==> config.mk <==
export PLATFORM = sky130hd
export DESIGN_NAME = fsk_rx_baseband_control
export DESIGN_NICKNAME = d
export VERILOG_FILES = /design/src/pkg/fsk_rx_pkg.sv /design/src/core/data_skid_buffer.sv /design/src/core/fsk_rx_baseband_control.sv
export VERILOG_INCLUDE_DIRS = /design/src /design/src/pkg
export SDC_FILE = /design/constraint.sdc
export NUM_CORES = 1
export LEC_CHECK = 0
export BUFFER_PORTS_ARGS = -buffer_cell sky130_fd_sc_hd__buf_4
export CAP_MARGIN = 25
export CORE_AREA = 2 2 175 91
export DETAILED_ROUTE_END_ITERATION = 6
export DIE_AREA = 0 0 177 93
export MAX_ROUTING_LAYER = met4
export PLACE_DENSITY_LB_ADDON = 0.05
export SLEW_MARGIN = 5
export SYNTH_ARGS = -nofsm -noshare
export SYNTH_HDL_FRONTEND = slang
export SYNTH_SLANG_ARGS = --single-unit
==> constraint.sdc <==
create_clock -name clk -period 2.8 [get_ports clk]
set_input_delay 0.14 -clock clk [delete_from_list [all_inputs] [get_ports clk]]
set_output_delay 0.14 -clock clk [all_outputs]
set_load 0.02 [all_outputs]
==> src/pkg/fsk_rx_consts.svh <==
/*
  Constants for the FSK receiver baseband control: register offsets, field
  positions, reset values and timing figures.
  Assumes a 20 MHz system clock and a 32-bit APB register bus.
*/
`ifndef FSK_RX_CONSTS_SVH
`define FSK_RX_CONSTS_SVH

`define CLK_FREQ_HZ        20000000
`define REF_FREQ_HZ        16000000
`define STARTUP_MS         320
`define STARTUP_CYCLES     ((`STARTUP_MS * (`CLK_FREQ_HZ / 1000)))
`define HOLD_MS            200
`define HOLD_CYCLES        ((`HOLD_MS * (`CLK_FREQ_HZ / 1000)))
`define ACQ_DELAY_US       700
`define ACQ_DELAY_CYCLES   ((`ACQ_DELAY_US * (`CLK_FREQ_HZ / 1000000)))
`define ACQ_PAIR_US        230
`define ACQ_PAIR_CYCLES    ((`ACQ_PAIR_US * (`CLK_FREQ_HZ / 1000000)))
`define ACQ_MAX_PAIRS      3
`define ACQ_WORST_US       1300
`define ACQ_WORST_CYCLES   ((`ACQ_WORST_US * (`CLK_FREQ_HZ / 1000000)))
`define CHAN_BW_KHZ        200
`define TRACK_RANGE_KHZ    200

`define ADDR_CTRL          12'h000
`define ADDR_STATUS        12'h004
`define ADDR_OFFSET        12'h008
`define ADDR_THRESH        12'h00C
`define ADDR_CONFIG        12'h010

`define CTRL_CENTER_EN_BIT 0
`define CTRL_RESET_VAL     32'h00000001
`define THRESH_RESET_VAL   8'h40
`define CARRIER_LOW_CODE   1'b0

`endif

==> src/pkg/fsk_rx_pkg.sv <==
/*
  Types for the FSK receiver baseband control.
  Assumes fsk_rx_consts.svh supplies the numeric constants.
*/
package fsk_rx_pkg;
  typedef enum logic [1:0] {
    CTR_SEARCH = 2'b00,
    CTR_ACQ    = 2'b01,
    CTR_LOCKED = 2'b11,
    CTR_HOLD   = 2'b10
  } center_state_t;

  typedef enum logic [1:0] {
    BW_NARROW4 = 2'b00,
    BW_NARROW3 = 2'b01,
    BW_MID     = 2'b10,
    BW_WIDE    = 2'b11
  } filter_bw_t;

  typedef enum logic [1:0] {
    DEV_UP_TO_30 = 2'b00,
    DEV_UP_TO_50 = 2'b01,
    DEV_UP_TO_70 = 2'b10,
    DEV_UP_TO_90 = 2'b11
  } dev_range_t;
endpackage

==> src/core/data_skid_buffer.sv <==
/*
  Two-entry buffer with valid/ready on both sides for the demodulated bit path.
  Assumes both sides run on clk.
*/
`timescale 1ns/1ps
`default_nettype none
module data_skid_buffer #(
  parameter int WIDTH = 1,
  parameter int DEPTH = 2
) (
  input  wire logic             clk,
  input  wire logic             reset_n,
  input  wire logic             in_valid,
  output logic                  in_ready,
  input  wire logic [WIDTH-1:0] in_data,
  output logic                  out_valid,
  input  wire logic             out_ready,
  output logic      [WIDTH-1:0] out_data
);
  initial begin
    if (DEPTH != 2) $error("data_skid_buffer serves DEPTH 2 only");
  end

  logic [WIDTH-1:0] mem_q [DEPTH];
  logic             wr_q;
  logic             rd_q;
  logic [1:0]       cnt_q;
  logic             push;
  logic             pop;

  assign in_ready  = (cnt_q != 2'h2);
  assign out_valid = (cnt_q != 2'h0);
  assign out_data  = mem_q[rd_q];
  assign push      = in_valid && in_ready;
  assign pop       = out_valid && out_ready;

  always_ff @(posedge clk or negedge reset_n) begin
    if (!reset_n) begin
      mem_q[0] <= '0;
      mem_q[1] <= '0;
      wr_q     <= 1'b0;
      rd_q     <= 1'b0;
      cnt_q    <= 2'h0;
    end else begin
      if (push) begin
        mem_q[wr_q] <= in_data;
        wr_q        <= ~wr_q;
      end
      if (pop) begin
        rd_q <= ~rd_q;
      end
      cnt_q <= 2'(cnt_q + {1'b0, push} - {1'b0, pop});
    end
  end
endmodule
`default_nettype wire

==> src/core/fsk_rx_baseband_control.sv <==
/*
  Pin-strapped FSK receiver baseband control: strap decode, frequency
  centering with hold timer, squelch gating, start-up window, APB registers.
  Assumes pins arrive asynchronous and reset_n is the device disable input.
*/
// Function
// - Bit-time code selects data filter bandwidth
// - Deviation code selects expected deviation range
// - 200 kHz channel, track +/-200 kHz offset
// - Centering: three pairs plus 700 us; code locks after a fixed ACQ_CYCLES, pairs only counted
// - Acquisition at most 1.3 ms
// - Hold found frequency 200 ms after activity
// - Centering enable pin: 0 off, 1 on
// - No preamble check; energy becomes bits
// - Squelch gates data below power threshold
// - Squelch presence fixed per variant
// - Timing derived from 16 MHz reference; code derives counts from the 20 MHz clk
// - Disable low holds device in reset
// - About 320 ms from reset to active
// - Band pin low 433.92, high 315
`timescale 1ns/1ps
`default_nettype none
`include "fsk_rx_consts.svh"
module fsk_rx_baseband_control #(
  parameter bit          SQUELCH_PRESENT = 1'b0,
  parameter int          STARTUP_CYCLES  = `STARTUP_CYCLES,
  parameter int          HOLD_CYCLES     = `HOLD_CYCLES,
  parameter int          ACQ_CYCLES      = `ACQ_WORST_CYCLES,
  parameter int          OFFSET_W        = 9
) (
  input  wire logic                clk,
  input  wire logic                reset_n,
  input  wire logic                band_select,
  input  wire logic [1:0]          bit_time_select,
  input  wire logic [1:0]          deviation_range_select,
  input  wire logic                freq_centering_enable,
  input  wire logic                rf_activity,
  input  wire logic                tone_in_band,
  input  wire logic                pair_seen,
  input  wire logic signed [OFFSET_W-1:0] tone_offset_khz,
  input  wire logic [7:0]          rssi_level,
  input  wire logic                demod_valid,
  input  wire logic                demod_bit,
  output logic                     demod_ready,
  output logic                     data_out,
  output logic                     active,
  output logic                     blocks_powered,
  output logic                     carrier_is_315,
  output fsk_rx_pkg::filter_bw_t   filter_bw,
  output fsk_rx_pkg::dev_range_t   dev_range,
  output logic signed [OFFSET_W-1:0] center_offset_khz,
  input  wire logic                psel,
  input  wire logic                penable,
  input  wire logic                pwrite,
  input  wire logic [11:0]         paddr,
  input  wire logic [31:0]         pwdata,
  output logic [31:0]              prdata,
  output logic                     pready,
  output logic                     pslverr
);
  initial begin
    if (HOLD_CYCLES < 2 || STARTUP_CYCLES < 2 || ACQ_CYCLES < 2)
      $error("timing counts too small");
    if (ACQ_CYCLES > `ACQ_WORST_CYCLES) $error("acquisition exceeds worst case");
    if (OFFSET_W < 9) $error("offset width cannot hold 200 kHz");
  end

  localparam logic signed [OFFSET_W-1:0] TRACK_MAX = OFFSET_W'(`TRACK_RANGE_KHZ);

  function automatic logic is_addr(input logic [11:0] a, input logic [11:0] r);
    return a == r;
  endfunction

  // Two-flop synchronisers for the strap, enable, activity, tone and pair pins
  localparam int NSYNC = 9;
  logic [NSYNC-1:0] pin_raw;
  logic [NSYNC-1:0] sync1_q;
  logic [NSYNC-1:0] sync2_q;
  assign pin_raw = {band_select, bit_time_select, deviation_range_select,
                    freq_centering_enable, rf_activity, tone_in_band, pair_seen};
  genvar gi;
  generate
    for (gi = 0; gi < NSYNC; gi++) begin : g_sync
      always_ff @(posedge clk or negedge reset_n) begin
        if (!reset_n) begin
          sync1_q[gi] <= 1'b0;
          sync2_q[gi] <= 1'b0;
        end else begin
          sync1_q[gi] <= pin_raw[gi];
          sync2_q[gi] <= sync1_q[gi];
        end
      end
    end
  endgenerate
  logic       band_s;
  logic [1:0] bt_s;
  logic [1:0] dev_s;
  logic       ctr_en_s;
  logic       act_s;
  logic       tone_s;
  logic       pair_s;
  assign {band_s, bt_s, dev_s, ctr_en_s, act_s, tone_s, pair_s} = sync2_q;

  // Start-up window
  logic [31:0] start_cnt_q;
  logic        active_q;
  always_ff @(posedge clk or negedge reset_n) begin
    if (!reset_n) begin
      start_cnt_q <= 32'h0;
      active_q    <= 1'b0;
    end else if (!active_q) begin
      if (start_cnt_q == 32'(STARTUP_CYCLES - 1)) begin
        active_q <= 1'b1;
      end
      start_cnt_q <= start_cnt_q + 32'h1;
    end
  end
  assign active         = active_q;
  assign blocks_powered = active_q;

  // Strap decode re-registered from the synchronised pins on every clock out of reset
  logic                   straps_q;
  logic                   band_q;
  fsk_rx_pkg::filter_bw_t bw_q;
  fsk_rx_pkg::dev_range_t dev_q;
  always_ff @(posedge clk or negedge reset_n) begin
    if (!reset_n) begin
      straps_q <= 1'b0;
      band_q   <= 1'b0;
      bw_q     <= fsk_rx_pkg::BW_NARROW4;
      dev_q    <= fsk_rx_pkg::DEV_UP_TO_30;
    end else begin
      straps_q <= 1'b1;
      band_q   <= band_s;
      bw_q     <= fsk_rx_pkg::filter_bw_t'(bt_s);
      dev_q    <= fsk_rx_pkg::dev_range_t'(dev_s);
    end
  end
  assign carrier_is_315 = band_q;
  assign filter_bw      = bw_q;
  assign dev_range      = dev_q;

  // Frequency centering
  logic                      sw_ctr_en_q;
  logic                      ctr_on;
  fsk_rx_pkg::center_state_t st_q;
  logic [31:0]               acq_cnt_q;
  logic [31:0]               hold_cnt_q;
  logic [1:0]                pairs_q;
  logic signed [OFFSET_W-1:0] offs_q;
  logic signed [OFFSET_W-1:0] offs_clip;
  logic [7:0]                thresh_q;
  logic [15:0]               lock_count_q;
  assign ctr_on = ctr_en_s && sw_ctr_en_q && active_q;
  always_comb begin
    offs_clip = tone_offset_khz;
    if (tone_offset_khz > TRACK_MAX) offs_clip = TRACK_MAX;
    if (tone_offset_khz < -TRACK_MAX) offs_clip = -TRACK_MAX;
  end

  always_ff @(posedge clk or negedge reset_n) begin
    if (!reset_n) begin
      st_q         <= fsk_rx_pkg::CTR_SEARCH;
      acq_cnt_q    <= 32'h0;
      hold_cnt_q   <= 32'h0;
      pairs_q      <= 2'h0;
      offs_q       <= '0;
      lock_count_q <= 16'h0;
    end else if (!ctr_on) begin
      st_q    <= fsk_rx_pkg::CTR_SEARCH;
      offs_q  <= '0;
      pairs_q <= 2'h0;
    end else begin
      unique case (st_q)
        fsk_rx_pkg::CTR_SEARCH: begin
          acq_cnt_q <= 32'h0;
          pairs_q   <= 2'h0;
          if (tone_s && act_s) begin
            st_q <= fsk_rx_pkg::CTR_ACQ;
          end
        end
        fsk_rx_pkg::CTR_ACQ: begin
          acq_cnt_q <= acq_cnt_q + 32'h1;
          if (pair_s && pairs_q != 2'(`ACQ_MAX_PAIRS)) begin
            pairs_q <= pairs_q + 2'h1;
          end
          if (acq_cnt_q == 32'(ACQ_CYCLES - 1)) begin
            offs_q       <= offs_clip;
            lock_count_q <= lock_count_q + 16'h1;
            hold_cnt_q   <= 32'h0;
            st_q         <= fsk_rx_pkg::CTR_LOCKED;
          end
        end
        fsk_rx_pkg::CTR_LOCKED: begin
          hold_cnt_q <= 32'h0;
          if (!act_s) begin
            st_q <= fsk_rx_pkg::CTR_HOLD;
          end
        end
        fsk_rx_pkg::CTR_HOLD: begin
          if (act_s) begin
            hold_cnt_q <= 32'h0;
            st_q       <= fsk_rx_pkg::CTR_LOCKED;
          end else if (hold_cnt_q == 32'(HOLD_CYCLES - 1)) begin
            st_q <= fsk_rx_pkg::CTR_SEARCH;
          end else begin
            hold_cnt_q <= hold_cnt_q + 32'h1;
          end
        end
      endcase
    end
  end
  assign center_offset_khz = offs_q;

  // Demodulated bit path; no qualification of the stream
  logic squelch_open;
  logic buf_out_valid;
  logic buf_out_data;
  logic dout_q;
  assign squelch_open = !SQUELCH_PRESENT || (rssi_level > thresh_q);
  data_skid_buffer #(
    .WIDTH (1),
    .DEPTH (2)
  ) u_buf (
    .clk       (clk),
    .reset_n   (reset_n),
    .in_valid  (demod_valid && active_q),
    .in_ready  (demod_ready),
    .in_data   (demod_bit),
    .out_valid (buf_out_valid),
    .out_ready (1'b1),
    .out_data  (buf_out_data)
  );
  always_ff @(posedge clk or negedge reset_n) begin
    if (!reset_n) begin
      dout_q <= 1'b0;
    end else if (!squelch_open || !active_q) begin
      dout_q <= 1'b0;
    end else if (buf_out_valid) begin
      dout_q <= buf_out_data;
    end
  end
  assign data_out = dout_q;

  // APB slave, zero wait states
  logic wr_en;
  logic rd_hit;
  assign wr_en  = psel && penable && pwrite;
  assign pready = 1'b1;
  assign rd_hit = is_addr(paddr, `ADDR_CTRL) || is_addr(paddr, `ADDR_STATUS) ||
                  is_addr(paddr, `ADDR_OFFSET) || is_addr(paddr, `ADDR_THRESH) ||
                  is_addr(paddr, `ADDR_CONFIG);
  assign pslverr = psel && penable && !rd_hit;
  always_ff @(posedge clk or negedge reset_n) begin
    if (!reset_n) begin
      sw_ctr_en_q <= 1'(`CTRL_RESET_VAL);
      thresh_q    <= `THRESH_RESET_VAL;
    end else if (wr_en) begin
      if (is_addr(paddr, `ADDR_CTRL)) sw_ctr_en_q <= pwdata[`CTRL_CENTER_EN_BIT];
      if (is_addr(paddr, `ADDR_THRESH)) thresh_q <= pwdata[7:0];
    end
  end
  always_comb begin
    prdata = 32'h0;
    if (is_addr(paddr, `ADDR_CTRL)) prdata = {31'h0, sw_ctr_en_q};
    if (is_addr(paddr, `ADDR_STATUS))
      prdata = {lock_count_q, 9'h0, pairs_q, straps_q, ctr_on, active_q, st_q};
    if (is_addr(paddr, `ADDR_OFFSET)) prdata = 32'(offs_q);
    if (is_addr(paddr, `ADDR_THRESH)) prdata = {24'h0, thresh_q};
    if (is_addr(paddr, `ADDR_CONFIG))
      prdata = {24'h0, SQUELCH_PRESENT, band_q, dev_q, bw_q, 2'h0};
  end

  // Centering checks
  hold_expiry_a: assert property (@(posedge clk) disable iff (!reset_n)
    st_q == fsk_rx_pkg::CTR_HOLD && ctr_on && !act_s && hold_cnt_q == 32'(HOLD_CYCLES - 1)
    |=> st_q == fsk_rx_pkg::CTR_SEARCH)
    else $error("hold did not expire to search");
  hold_restart_a: assert property (@(posedge clk) disable iff (!reset_n)
    st_q == fsk_rx_pkg::CTR_HOLD && ctr_on && act_s |=> st_q == fsk_rx_pkg::CTR_LOCKED)
    else $error("activity did not restart hold");
  hold_keep_a: assert property (@(posedge clk) disable iff (!reset_n)
    st_q == fsk_rx_pkg::CTR_HOLD && ctr_on |=> offs_q == $past(offs_q))
    else $error("held offset changed");
  acq_bound_a: assert property (@(posedge clk) disable iff (!reset_n)
    acq_cnt_q <= 32'(`ACQ_WORST_CYCLES))
    else $error("acquisition too long");
  acq_lock_a: assert property (@(posedge clk) disable iff (!reset_n)
    st_q == fsk_rx_pkg::CTR_ACQ && ctr_on && acq_cnt_q == 32'(ACQ_CYCLES - 1)
    |=> st_q == fsk_rx_pkg::CTR_LOCKED && offs_q == $past(offs_clip))
    else $error("acquisition did not lock");
  center_off_a: assert property (@(posedge clk) disable iff (!reset_n)
    !ctr_on |=> st_q == fsk_rx_pkg::CTR_SEARCH && offs_q == '0)
    else $error("centering not disabled");
  track_range_a: assert property (@(posedge clk) disable iff (!reset_n)
    offs_q <= TRACK_MAX && offs_q >= -TRACK_MAX)
    else $error("offset outside tracking range");

  // Data path checks
  squelch_gate_a: assert property (@(posedge clk) disable iff (!reset_n)
    !squelch_open |=> !data_out)
    else $error("data passed while squelched");
  demod_pass_a: assert property (@(posedge clk) disable iff (!reset_n)
    active_q && squelch_open && buf_out_valid |=> data_out == $past(buf_out_data))
    else $error("demodulated bit not passed");
  startup_quiet_a: assert property (@(posedge clk) disable iff (!reset_n)
    !active_q |=> !data_out)
    else $error("data during start-up");

  // Start-up and strap checks
  startup_time_a: assert property (@(posedge clk) disable iff (!reset_n)
    active_q |-> start_cnt_q == 32'(STARTUP_CYCLES))
    else $error("active before start-up count");
  bw_decode_a: assert property (@(posedge clk) disable iff (!reset_n)
    ##1 filter_bw == fsk_rx_pkg::filter_bw_t'($past(bt_s)))
    else $error("bit time decode wrong");
  dev_decode_a: assert property (@(posedge clk) disable iff (!reset_n)
    ##1 dev_range == fsk_rx_pkg::dev_range_t'($past(dev_s)))
    else $error("deviation decode wrong");
  band_decode_a: assert property (@(posedge clk) disable iff (!reset_n)
    ##1 carrier_is_315 == $past(band_s))
    else $error("band decode wrong");

  // Register bus checks
  unmapped_write_a: assert property (@(posedge clk) disable iff (!reset_n)
    wr_en && !rd_hit |=> thresh_q == $past(thresh_q) && sw_ctr_en_q == $past(sw_ctr_en_q))
    else $error("unmapped write changed a register");

  // Main scenarios
  lock_cover_c: cover property (@(posedge clk) disable iff (!reset_n)
    st_q == fsk_rx_pkg::CTR_ACQ ##1 st_q == fsk_rx_pkg::CTR_LOCKED);
  hold_cover_c: cover property (@(posedge clk) disable iff (!reset_n)
    st_q == fsk_rx_pkg::CTR_HOLD ##1 st_q == fsk_rx_pkg::CTR_LOCKED);
  expire_cover_c: cover property (@(posedge clk) disable iff (!reset_n)
    st_q == fsk_rx_pkg::CTR_HOLD ##1 st_q == fsk_rx_pkg::CTR_SEARCH);
  squelch_cover_c: cover property (@(posedge clk) disable iff (!reset_n)
    active_q && squelch_open && buf_out_valid ##1 data_out);
  startup_cover_c: cover property (@(posedge clk) disable iff (!reset_n)
    !active_q ##1 active_q);
endmodule
`default_nettype wire

# Word-level counts from Yosys, hierarchy flattened
# Index checks and enable logic that the tools add are counted.
# op_classes
n_eq_ne,23
magnitude_cmp,5
n_addsub,7
bitwise_logic,4
mux,35
n_reduce_logical,28
# ops
operator,n
32-bit 2-to-1 mux,7
32-bit by 1-bit adder with 32-bit output (second input constant),3
32-bit case mux with 3 select lines,1
32-bit case mux with 2 select lines,1
9-bit 2-to-1 mux,5
32-bit by 15-bit == test with 1-bit output (second input constant),1
32-bit by 22-bit == test with 1-bit output (second input constant),1
32-bit by 23-bit == test with 1-bit output (second input constant),1
12-bit by 4-bit == test with 1-bit output (second input constant),2
16-bit by 1-bit adder with 16-bit output (second input constant),1
2-bit 2-to-1 mux,8
3-bit != test (second input constant),5
12-bit by 3-bit == test with 1-bit output (second input constant),1
12-bit by 5-bit == test with 1-bit output (second input constant),1
12-bit zero test,1
1-bit logical AND,10
2-bit AND reduction,5
9-bit greater-than comparator (second input constant),1
9-bit less-than comparator (second input constant),1
1-bit 2-to-1 mux,9
2-bit case mux with 4 select lines,1
4-bit AND reduction,2
2-bit by 1-bit != test with 1-bit output (second input constant),3
2-bit != test (second input constant),3
20 further kinds,28
# totals
regBits,166
output_inout_bits,52
in_bits,77

# Depth between registers and ports, before layout
# Gate-level depths: netlist of run 1.
# depth
word_depth,7
ltp_mapped,10

# By module
# From an unflattened synthesis of run 1, not the netlist that was laid out.
# hier_totals
cells_unflattened,820
area_unflattened_um2,8170.3
# by_module_without_submodules
module,n_inst,area_per_inst_um2,seq_area_each_um2,cells_each
fsk_rx_baseband_control,1,7880.1,4006.3,798
data_skid_buffer,1,290.3,150.1,22

# Least setup slack after synthesis of run 1
# Ideal clock, no wire load.
# synth_path
kind,register to register
from,register hold_cnt_q[0]
to,register hold_cnt_q[9]
stages_incl_launch_ff,11
setup_ns,0.121
setup_slack_ns,0.424
arrival_time_ns,2.255
path_cell_list,dfrtp_1 ha_1 nand4_1 or2_2 clkbuf_1 o41ai_2 buf_4 buf_2 a211oi_1 xnor2_1 nor2_1
# synth_via
elab_chain_len,4
word_cells_on_any_way,7
# synth_lines
item,line_no,rtl
from (decl),fsk_rx_baseband_control.sv:148,logic [31:0] hold_cnt_q;
from (signal assigned),fsk_rx_baseband_control.sv:207,hold_cnt_q <= hold_cnt_q + 32'h1;
32-bit by 1-bit adder with 32-bit output,fsk_rx_baseband_control.sv:207,
32-bit 2-to-1 mux,fsk_rx_baseband_control.sv:204,end else if (hold_cnt_q == 32'(HOLD_CYCLES - 1)) begin
32-bit 2-to-1 mux,fsk_rx_baseband_control.sv:201,if (act_s) begin
32-bit case mux with 3 select lines,fsk_rx_baseband_control.sv:174,unique case (st_q)
# Several ways; a longest one is shown, not always the timed one. The select of a mux whose other input is x is not followed.
# A chain may end at the register's enable or synchronous reset.

# Final worst setup path of run 1
# layout_path
from,register acq_cnt_q[22]
to,register hold_cnt_q[26]
# layout_via
elab_chain_len,3
# layout_lines
item,line_no,rtl
from (decl),fsk_rx_baseband_control.sv:147,logic [31:0] acq_cnt_q;
from (signal assigned),fsk_rx_baseband_control.sv:183,acq_cnt_q <= acq_cnt_q + 32'h1;
32-bit by 15-bit == test with 1-bit output,fsk_rx_baseband_control.sv:187,if (acq_cnt_q == 32'(ACQ_CYCLES - 1)) begin
2-bit != test (no line),-,
4-bit AND reduction (no line),-,
# No other way between the ends.

==> results of run 1 <==
==> stage by stage <==
stage,utilization,setup slack [ns],area (µm²),hold WS [ns],total power [mW]
after floorplan,-,0.424,8080,-0.156,2.51
after global placement,0.606,0.214,9090,0.203,2.63
after detailed placement,0.606,0.174,9090,0.211,2.64
after CTS,0.662,0.127,9930,0.0718,4.98
after global routing,0.662,0.00973,9940,0.0747,5.12
final,0.662,0.132,9940,0.0760,4.95
==> Yosys cell counts (all sizes together) (6+ instances only) <==
| library cell | count | area share |
|---|---|---|
| nand3 | 30 | 0.019 |
| a22oi | 7 | 0.0065 |
| nor2 | 104 | 0.048 |
| xnor2 | 56 | 0.061 |
| o21ai | 19 | 0.012 |
| and3 | 22 | 0.017 |
| or2 | 6 | 0.0046 |
| inv | 18 | 0.0084 |
| a22o | 11 | 0.012 |
| nor4 | 15 | 0.016 |
| a211oi | 10 | 0.0093 |
| a21oi | 36 | 0.022 |
| a2111oi | 8 | 0.014 |
| nand2 | 71 | 0.033 |
| buf | 16 | 0.014 |
| and4 | 8 | 0.0087 |
| mux2 | 21 | 0.029 |
| xor2 | 37 | 0.040 |
| nand4 | 28 | 0.022 |
| dfrtp | 164 | 0.51 |
| nor3 | 20 | 0.012 |
| nor4b | 6 | 0.0065 |
| clkbuf | 20 | 0.0093 |
| or3 | 8 | 0.0062 |
==> routing by layer <==
metal  vias to the layer above  part of all wire  GRT usage  wire, µm
met3                        21             0.068     0.0524      1340
met5                         -                 0          -         0
li1                       3039                 -          -         -
met1                      3213              0.51      0.415     10100
met4                         0            0.0071     0.0489       140
met2                       239              0.41      0.350      8120
==> worst register-to-register path: cells and delay by family, from the launching register on <==
kind | cells | cell delay, ns
AO/OA/AOI/OAI | 1 | 0.22
multiplexers | 1 | 0.25
flip-flops | 1 | 0.41
AND/OR/NAND/NOR | 4 | 1.25
buffers and inverters | 2 | 0.42
==> cell families (layout without fill, tap and decap cells) <==
group                    count (synthesis)  count (layout)  synth area share
AND/OR/NAND/NOR                        343             343             0.217
multiplexers                            25              25            0.0358
other                                    1               2          0.000464
buffers and inverters                   54             195            0.0313
XOR/XNOR                                93              93             0.101
adder cells (fa/ha/maj)                  5               5           0.00775
flip-flops                             166             166             0.515
AO/OA/AOI/OAI                          106             106            0.0920
==> sequential cells by signal, indices dropped and copies added, names as in the netlist, 2 cells and up <==
name               flops
acq_cnt_q             32
bt_s                   2
center_offset_khz      9
dev_range              2
dev_s                  2
filter_bw              2
hold_cnt_q            32
lock_count_q          16
pairs_q                2
st_q                   2
start_cnt_q           32
sync1_q                9
thresh_q               8
u_buf.cnt_q            2
u_buf.mem_q            2
==> worst max-delay path by stage <==
stage,start,end,cells after the start
finish,acq_cnt_q[22],hold_cnt_q[26],8
detailed placement,acq_cnt_q[22],hold_cnt_q[24],7
global placement,acq_cnt_q[22],hold_cnt_q[24],7
global route,acq_cnt_q[22],hold_cnt_q[26],9
CTS,acq_cnt_q[22],hold_cnt_q[24],7
floorplan,hold_cnt_q[0],hold_cnt_q[9],10
==> power by group <==
group	leakage (nW)	switching, mW	internal [mW]	total [mW]
Sequential	2.24	0.00847	2.41	2.42
Clock	0.289	1.05	1.28	2.33
Combinational	2.03	0.106	0.0870	0.193
Total	4.56	1.16	3.79	4.95
==> cells in the final DEF, fill, tap and decap left out, drive strengths merged, types with 6 or more instances in the layout <==
cell type    synthesis  layout
a2111oi              8       8
a211oi              10      10
a21oi               36      36
a22o                11      11
a22oi                7       7
and3                22      22
and4                 8       8
buf                 16     118
clkbuf              20      20
dfrtp              164     164
dlygate4sd3          0      26
inv                 18      25
mux2                21      21
nand2               71      71
nand3               30      30
nand4               28      28
nor2               104     104
nor3                20      20
nor4                15      15
nor4b                6       6
o21ai               19      19
or2                  6       6
or3                  8       8
xnor2               56      56
xor2                37      37
==> area by class of cell <==
class	instances	area, µm²	area share
clock buffer	19	443	0.0445
clock inverter	13	139	0.0140
inverter	18	67.6	0.00679
multi-input combinational	574	3690	0.371
sequential	166	4160	0.418
tap	204	255	0.0257
timing repair buffer	145	1190	0.120
==> repair_timing <==
item | in CTS | in global routing
setup buffers | 0 | 0
hold buffers | 26 | 0
setup endpoints to repair | 0 | 1
gates resized for setup | 0 | 1
hold endpoints to repair | 99 | 0
==> out/results.txt, run 1 <==
# IOs - 129
Max-cap violations - 0
Outcome - completed
Count of cell types in the netlist - 57
Worst Hold Launch - tone_offset_khz[3]
Vias in the first global route - 6182
Core Box Area - 0.0150 mm²
Gate Count Post-Synth - 793
Post-detailed-route DRC marker count - 0
Crit path arrival time - 2.98 ns
Largest net degree at the start of global routing - 75
Period minus WS final - 2.67 ns
Buffers on Ports - 95
Crit path kind - reg -> reg
Worst path most repeated cell - buf_12
R2R setup slack - 0.13 ns
Clock slew at reported path FFs - 0.07 ns
Fin. Hold Viols - 0
RSZ-0062 raised after global routing - no
Ant diodes - 0
Avg Inst Size Synth - 10.2 µm²
Die Y - 93 µm
Critical Path RT - 3.11 ns
Actual slew at the worst max-slew pin - 0.825 ns
Async set-reset flop share out of synthesis - 1.00
Clock Skew - 0.0114 ns
Kind of end point of the critical path - flop
Register area share after synthesis - 0.515
Initial antenna violation count - 0
Top FF cell, synth - dfrtp_1
Worst-path cell chain - or4_4, nor4_4, nand3_2, buf_12, a21oi_2, buf_12, nor2b_1, mux2_2
Die area - 0.0165 mm²
Clk Latency, worst-skew pair - 0.42 ns
Antenna-violating nets left - 0
Power per Cell Area - 497 mW/mm²
Vias/cell - 5.72
FP Rows - 32
Post-synth EDFFs - 0
Worst r2r src - acq_cnt_q[22]
Mapped Area - 0.00808 mm²
Final GP Congestion - 0.892
Finished Layout Cells - 1139
Max frequency - 375 MHz
DP Cell Count - 1080
Starting density of the core - 0.538
Final setup fails - 0
Clk buf depth - 2
Max-slew violation count - 0
Initial DRT Pass Iterations - 5
Worst-case reg-to-reg path depth - 8
Leakage - 4.56 nW
Buf/Inv on CP - 2
Wire per inst - 17.3 µm
Area Overhead vs Synth - 23.1%
DR iter-0 viols - 606
Setup tns final - 0 ns
Delay-heaviest family, CP - simple AND/OR/NAND/NOR gates
Worst Hold Endpoint - center_offset_khz[3]
Worst hold path class - in -> reg
Filler cells - 1159
Layout Nets - 1004
Crit path launch type - flop
TritonCTS clock tree - built
First-pass GRT wire length - 32500 µm
Die width - 177 µm
# H-tree levels - 4
Vias - 6512
Gr usage total - 0.263
Layout cells sized above 1 - 0.216
CP max stage cell - or4_4
Worst hold path depth - 4
Detailed Route WL - 19700 µm
Overflow after GRT - 0
Sink Count - 166
Peak supply drop - 0.372 mV
Crit-path max cell delay - 0.56 ns
Ys Warns - 0
Final period utilization - 0.953
Worst Path Max Fanout - 26
Final HPWL DP - 14000 µm
Max-slew headroom - 0.443
Clock Root Buffer - clkbuf_16
Flops & latches, synth - 166
Num CTS Buffers - 17
Reg2Reg Capture Point - hold_cnt_q[26]
(Power assumes the default switching activity.)
==> run 2, diff against run 1 <==
- CORE_AREA: 2 2 175 91 -> 2 2 204 106
- DIE_AREA: 0 0 177 93 -> 0 0 206 108
==> out/results.txt, run 2 (synthesized netlist as in run 1, its figures left out) <==
Hold buffers post-CTS - 26
Final HPWL DP - 13100 µm
Initial antenna violation count - 0
Layer with the highest usage - met2
Final setup fails - 0
Initial DRT Pass Iterations - 4
Gr usage total - 0.189
Kind of end point of the critical path - flop
Power per Cell Area - 479 mW/mm²
DR iter-0 viols - 319
Overflow after GRT - 0
Die area - 0.0222 mm²
Vias/cell - 5.09
Most frequent cells in the layout - dfrtp_1, buf_4, nor2_1
Final instance area - 0.0100 mm²
Die Y - 108 µm
Detailed Route WL - 18800 µm
GR Layer Usage met2 - 0.300
Crit path arrival time - 2.92 ns
Ant diodes - 0
Worst-path cell chain - or4_4, nor4_4, nand3_2, buf_12, a21oi_2, buf_4, nor2b_1, mux2_2
# IOs - 129
GR Layer Usage met3 - 0.0383
CP max stage cell - or4_4
Commonest non-fill, non-tap cell in the layout - dfrtp_1
Layout Nets - 1008
Worst r2r src - acq_cnt_q[20]
Critical Path RT - 3.11 ns
Vias - 6169
Actual slew at the worst max-slew pin - 0.842 ns
Starting density of the core - 0.398
Worst hold path class - in -> reg
Post-layout util - 0.494
Clk buf depth - 2
Post-detailed-route DRC marker count - 0
Reg2Reg Capture Point - hold_cnt_q[26]
Max-cap violations - 0
Area after DPL - 0.00920 mm²
Worst Path Max Fanout - 18
Core Box Area - 0.0203 mm²
Clock slew at reported path FFs - 0.06 ns
Layout cells sized above 1 - 0.217
Crit path launch type - flop
CTS-repair resized insts - 0
Sink Count - 166
Die width - 206 µm
RSZ-0062 raised after global routing - no
Max frequency - 383 MHz
Worst-case reg-to-reg path depth - 8
Final period utilization - 0.933
Regs by FF count - acq_cnt_q x32, hold_cnt_q x32, start_cnt_q x32
Setup tns final - 0 ns
Crit-path max cell delay - 0.57 ns
Num CTS Buffers - 17
Final worst setup slack - 0.189 ns
FP Rows - 37
Leakage - 4.54 nW
Setup WS pre-CTS - 0.173 ns
Worst hold path depth - 4
Met1 usage - 0.252
R2R setup slack - 0.19 ns
Outcome - completed
Largest net degree at the start of global routing - 74
Clock Root Buffer - clkbuf_16
TritonCTS clock tree - built
Worst Hold Launch - tone_offset_khz[3]
Clock Skew - 0.00567 ns
Period minus WS final - 2.61 ns
Setup bufs post-CTS - 0
Vias in the first global route - 6273
Max-slew headroom - 0.432
# H-tree levels - 4
Wire per inst - 15.5 µm
Final GP Congestion - 0.845
Clk Latency, worst-skew pair - 0.42 ns
Fin. Hold Viols - 0
First-pass GRT wire length - 32300 µm
Antenna-violating nets left - 0
Buffers on Ports - 95
Area Overhead vs Synth - 23.9%
Crit path kind - reg -> reg
Worst Hold Endpoint - center_offset_khz[3]
Peak supply drop - 0.356 mV
Max-slew violation count - 0
Final Power - 4.80 mW
[run 2: final cells by class]
class / count / area [µm²]
Clock inverter: 12 / 96.3
Clock buffer: 20 / 447
Multi-Input combinational cell: 574 / 3690
Timing Repair Buffer: 149 / 1210
Tap cell: 273 / 342
Sequential cell: 166 / 4160
Inverter: 18 / 67.6
Fill cell: 1918 / 10300
[run 2: power by group]
group | switching [mW] | internal, mW
Combinational | 0.105 | 0.0868
Sequential | 0.00617 | 2.42
Clock | 1.01 | 1.17
[run 2: how the worst max path moves through the flow]
| stage | start | end | slack, ns | cells past startpoint |
|---|---|---|---|---|
| detailed placement | acq_cnt_q[20] | hold_cnt_q[26] | 0.17 | 8 |
| floorplan | hold_cnt_q[0] | hold_cnt_q[9] | 0.42 | 10 |
| finish | acq_cnt_q[20] | hold_cnt_q[26] | 0.19 | 8 |
| global route | acq_cnt_q[20] | hold_cnt_q[26] | 0.03 | 9 |
| global placement | acq_cnt_q[20] | hold_cnt_q[26] | 0.20 | 8 |
| CTS | acq_cnt_q[20] | hold_cnt_q[26] | 0.15 | 8 |
[run 2: layer usage]
| metal | up-vias | share of wire |
|---|---|---|
| li1 | 3036 | - |
| met1 | 3068 | 0.49 |
| met2 | 53 | 0.48 |
| met3 | 12 | 0.020 |
| met4 | 0 | 0.0083 |
| met5 | - | 0 |
[run 2: worst max-delay path, delay by kind of cell, from the launching register on]
family          cells  cell delay [ns]
simple gates        4             1.19
mux                 1             0.26
flops               1             0.43
compound gates      1             0.18
buf+inv             2             0.43
[run 2: through the flow]
stage | hold slack [ns] | std cells
detailed placement | 0.225 | 1154
floorplan | -0.156 | 794
global route | 0.0839 | 1212
global placement | 0.221 | 1154
finish | 0.0583 | 1212
CTS | 0.0398 | 1212
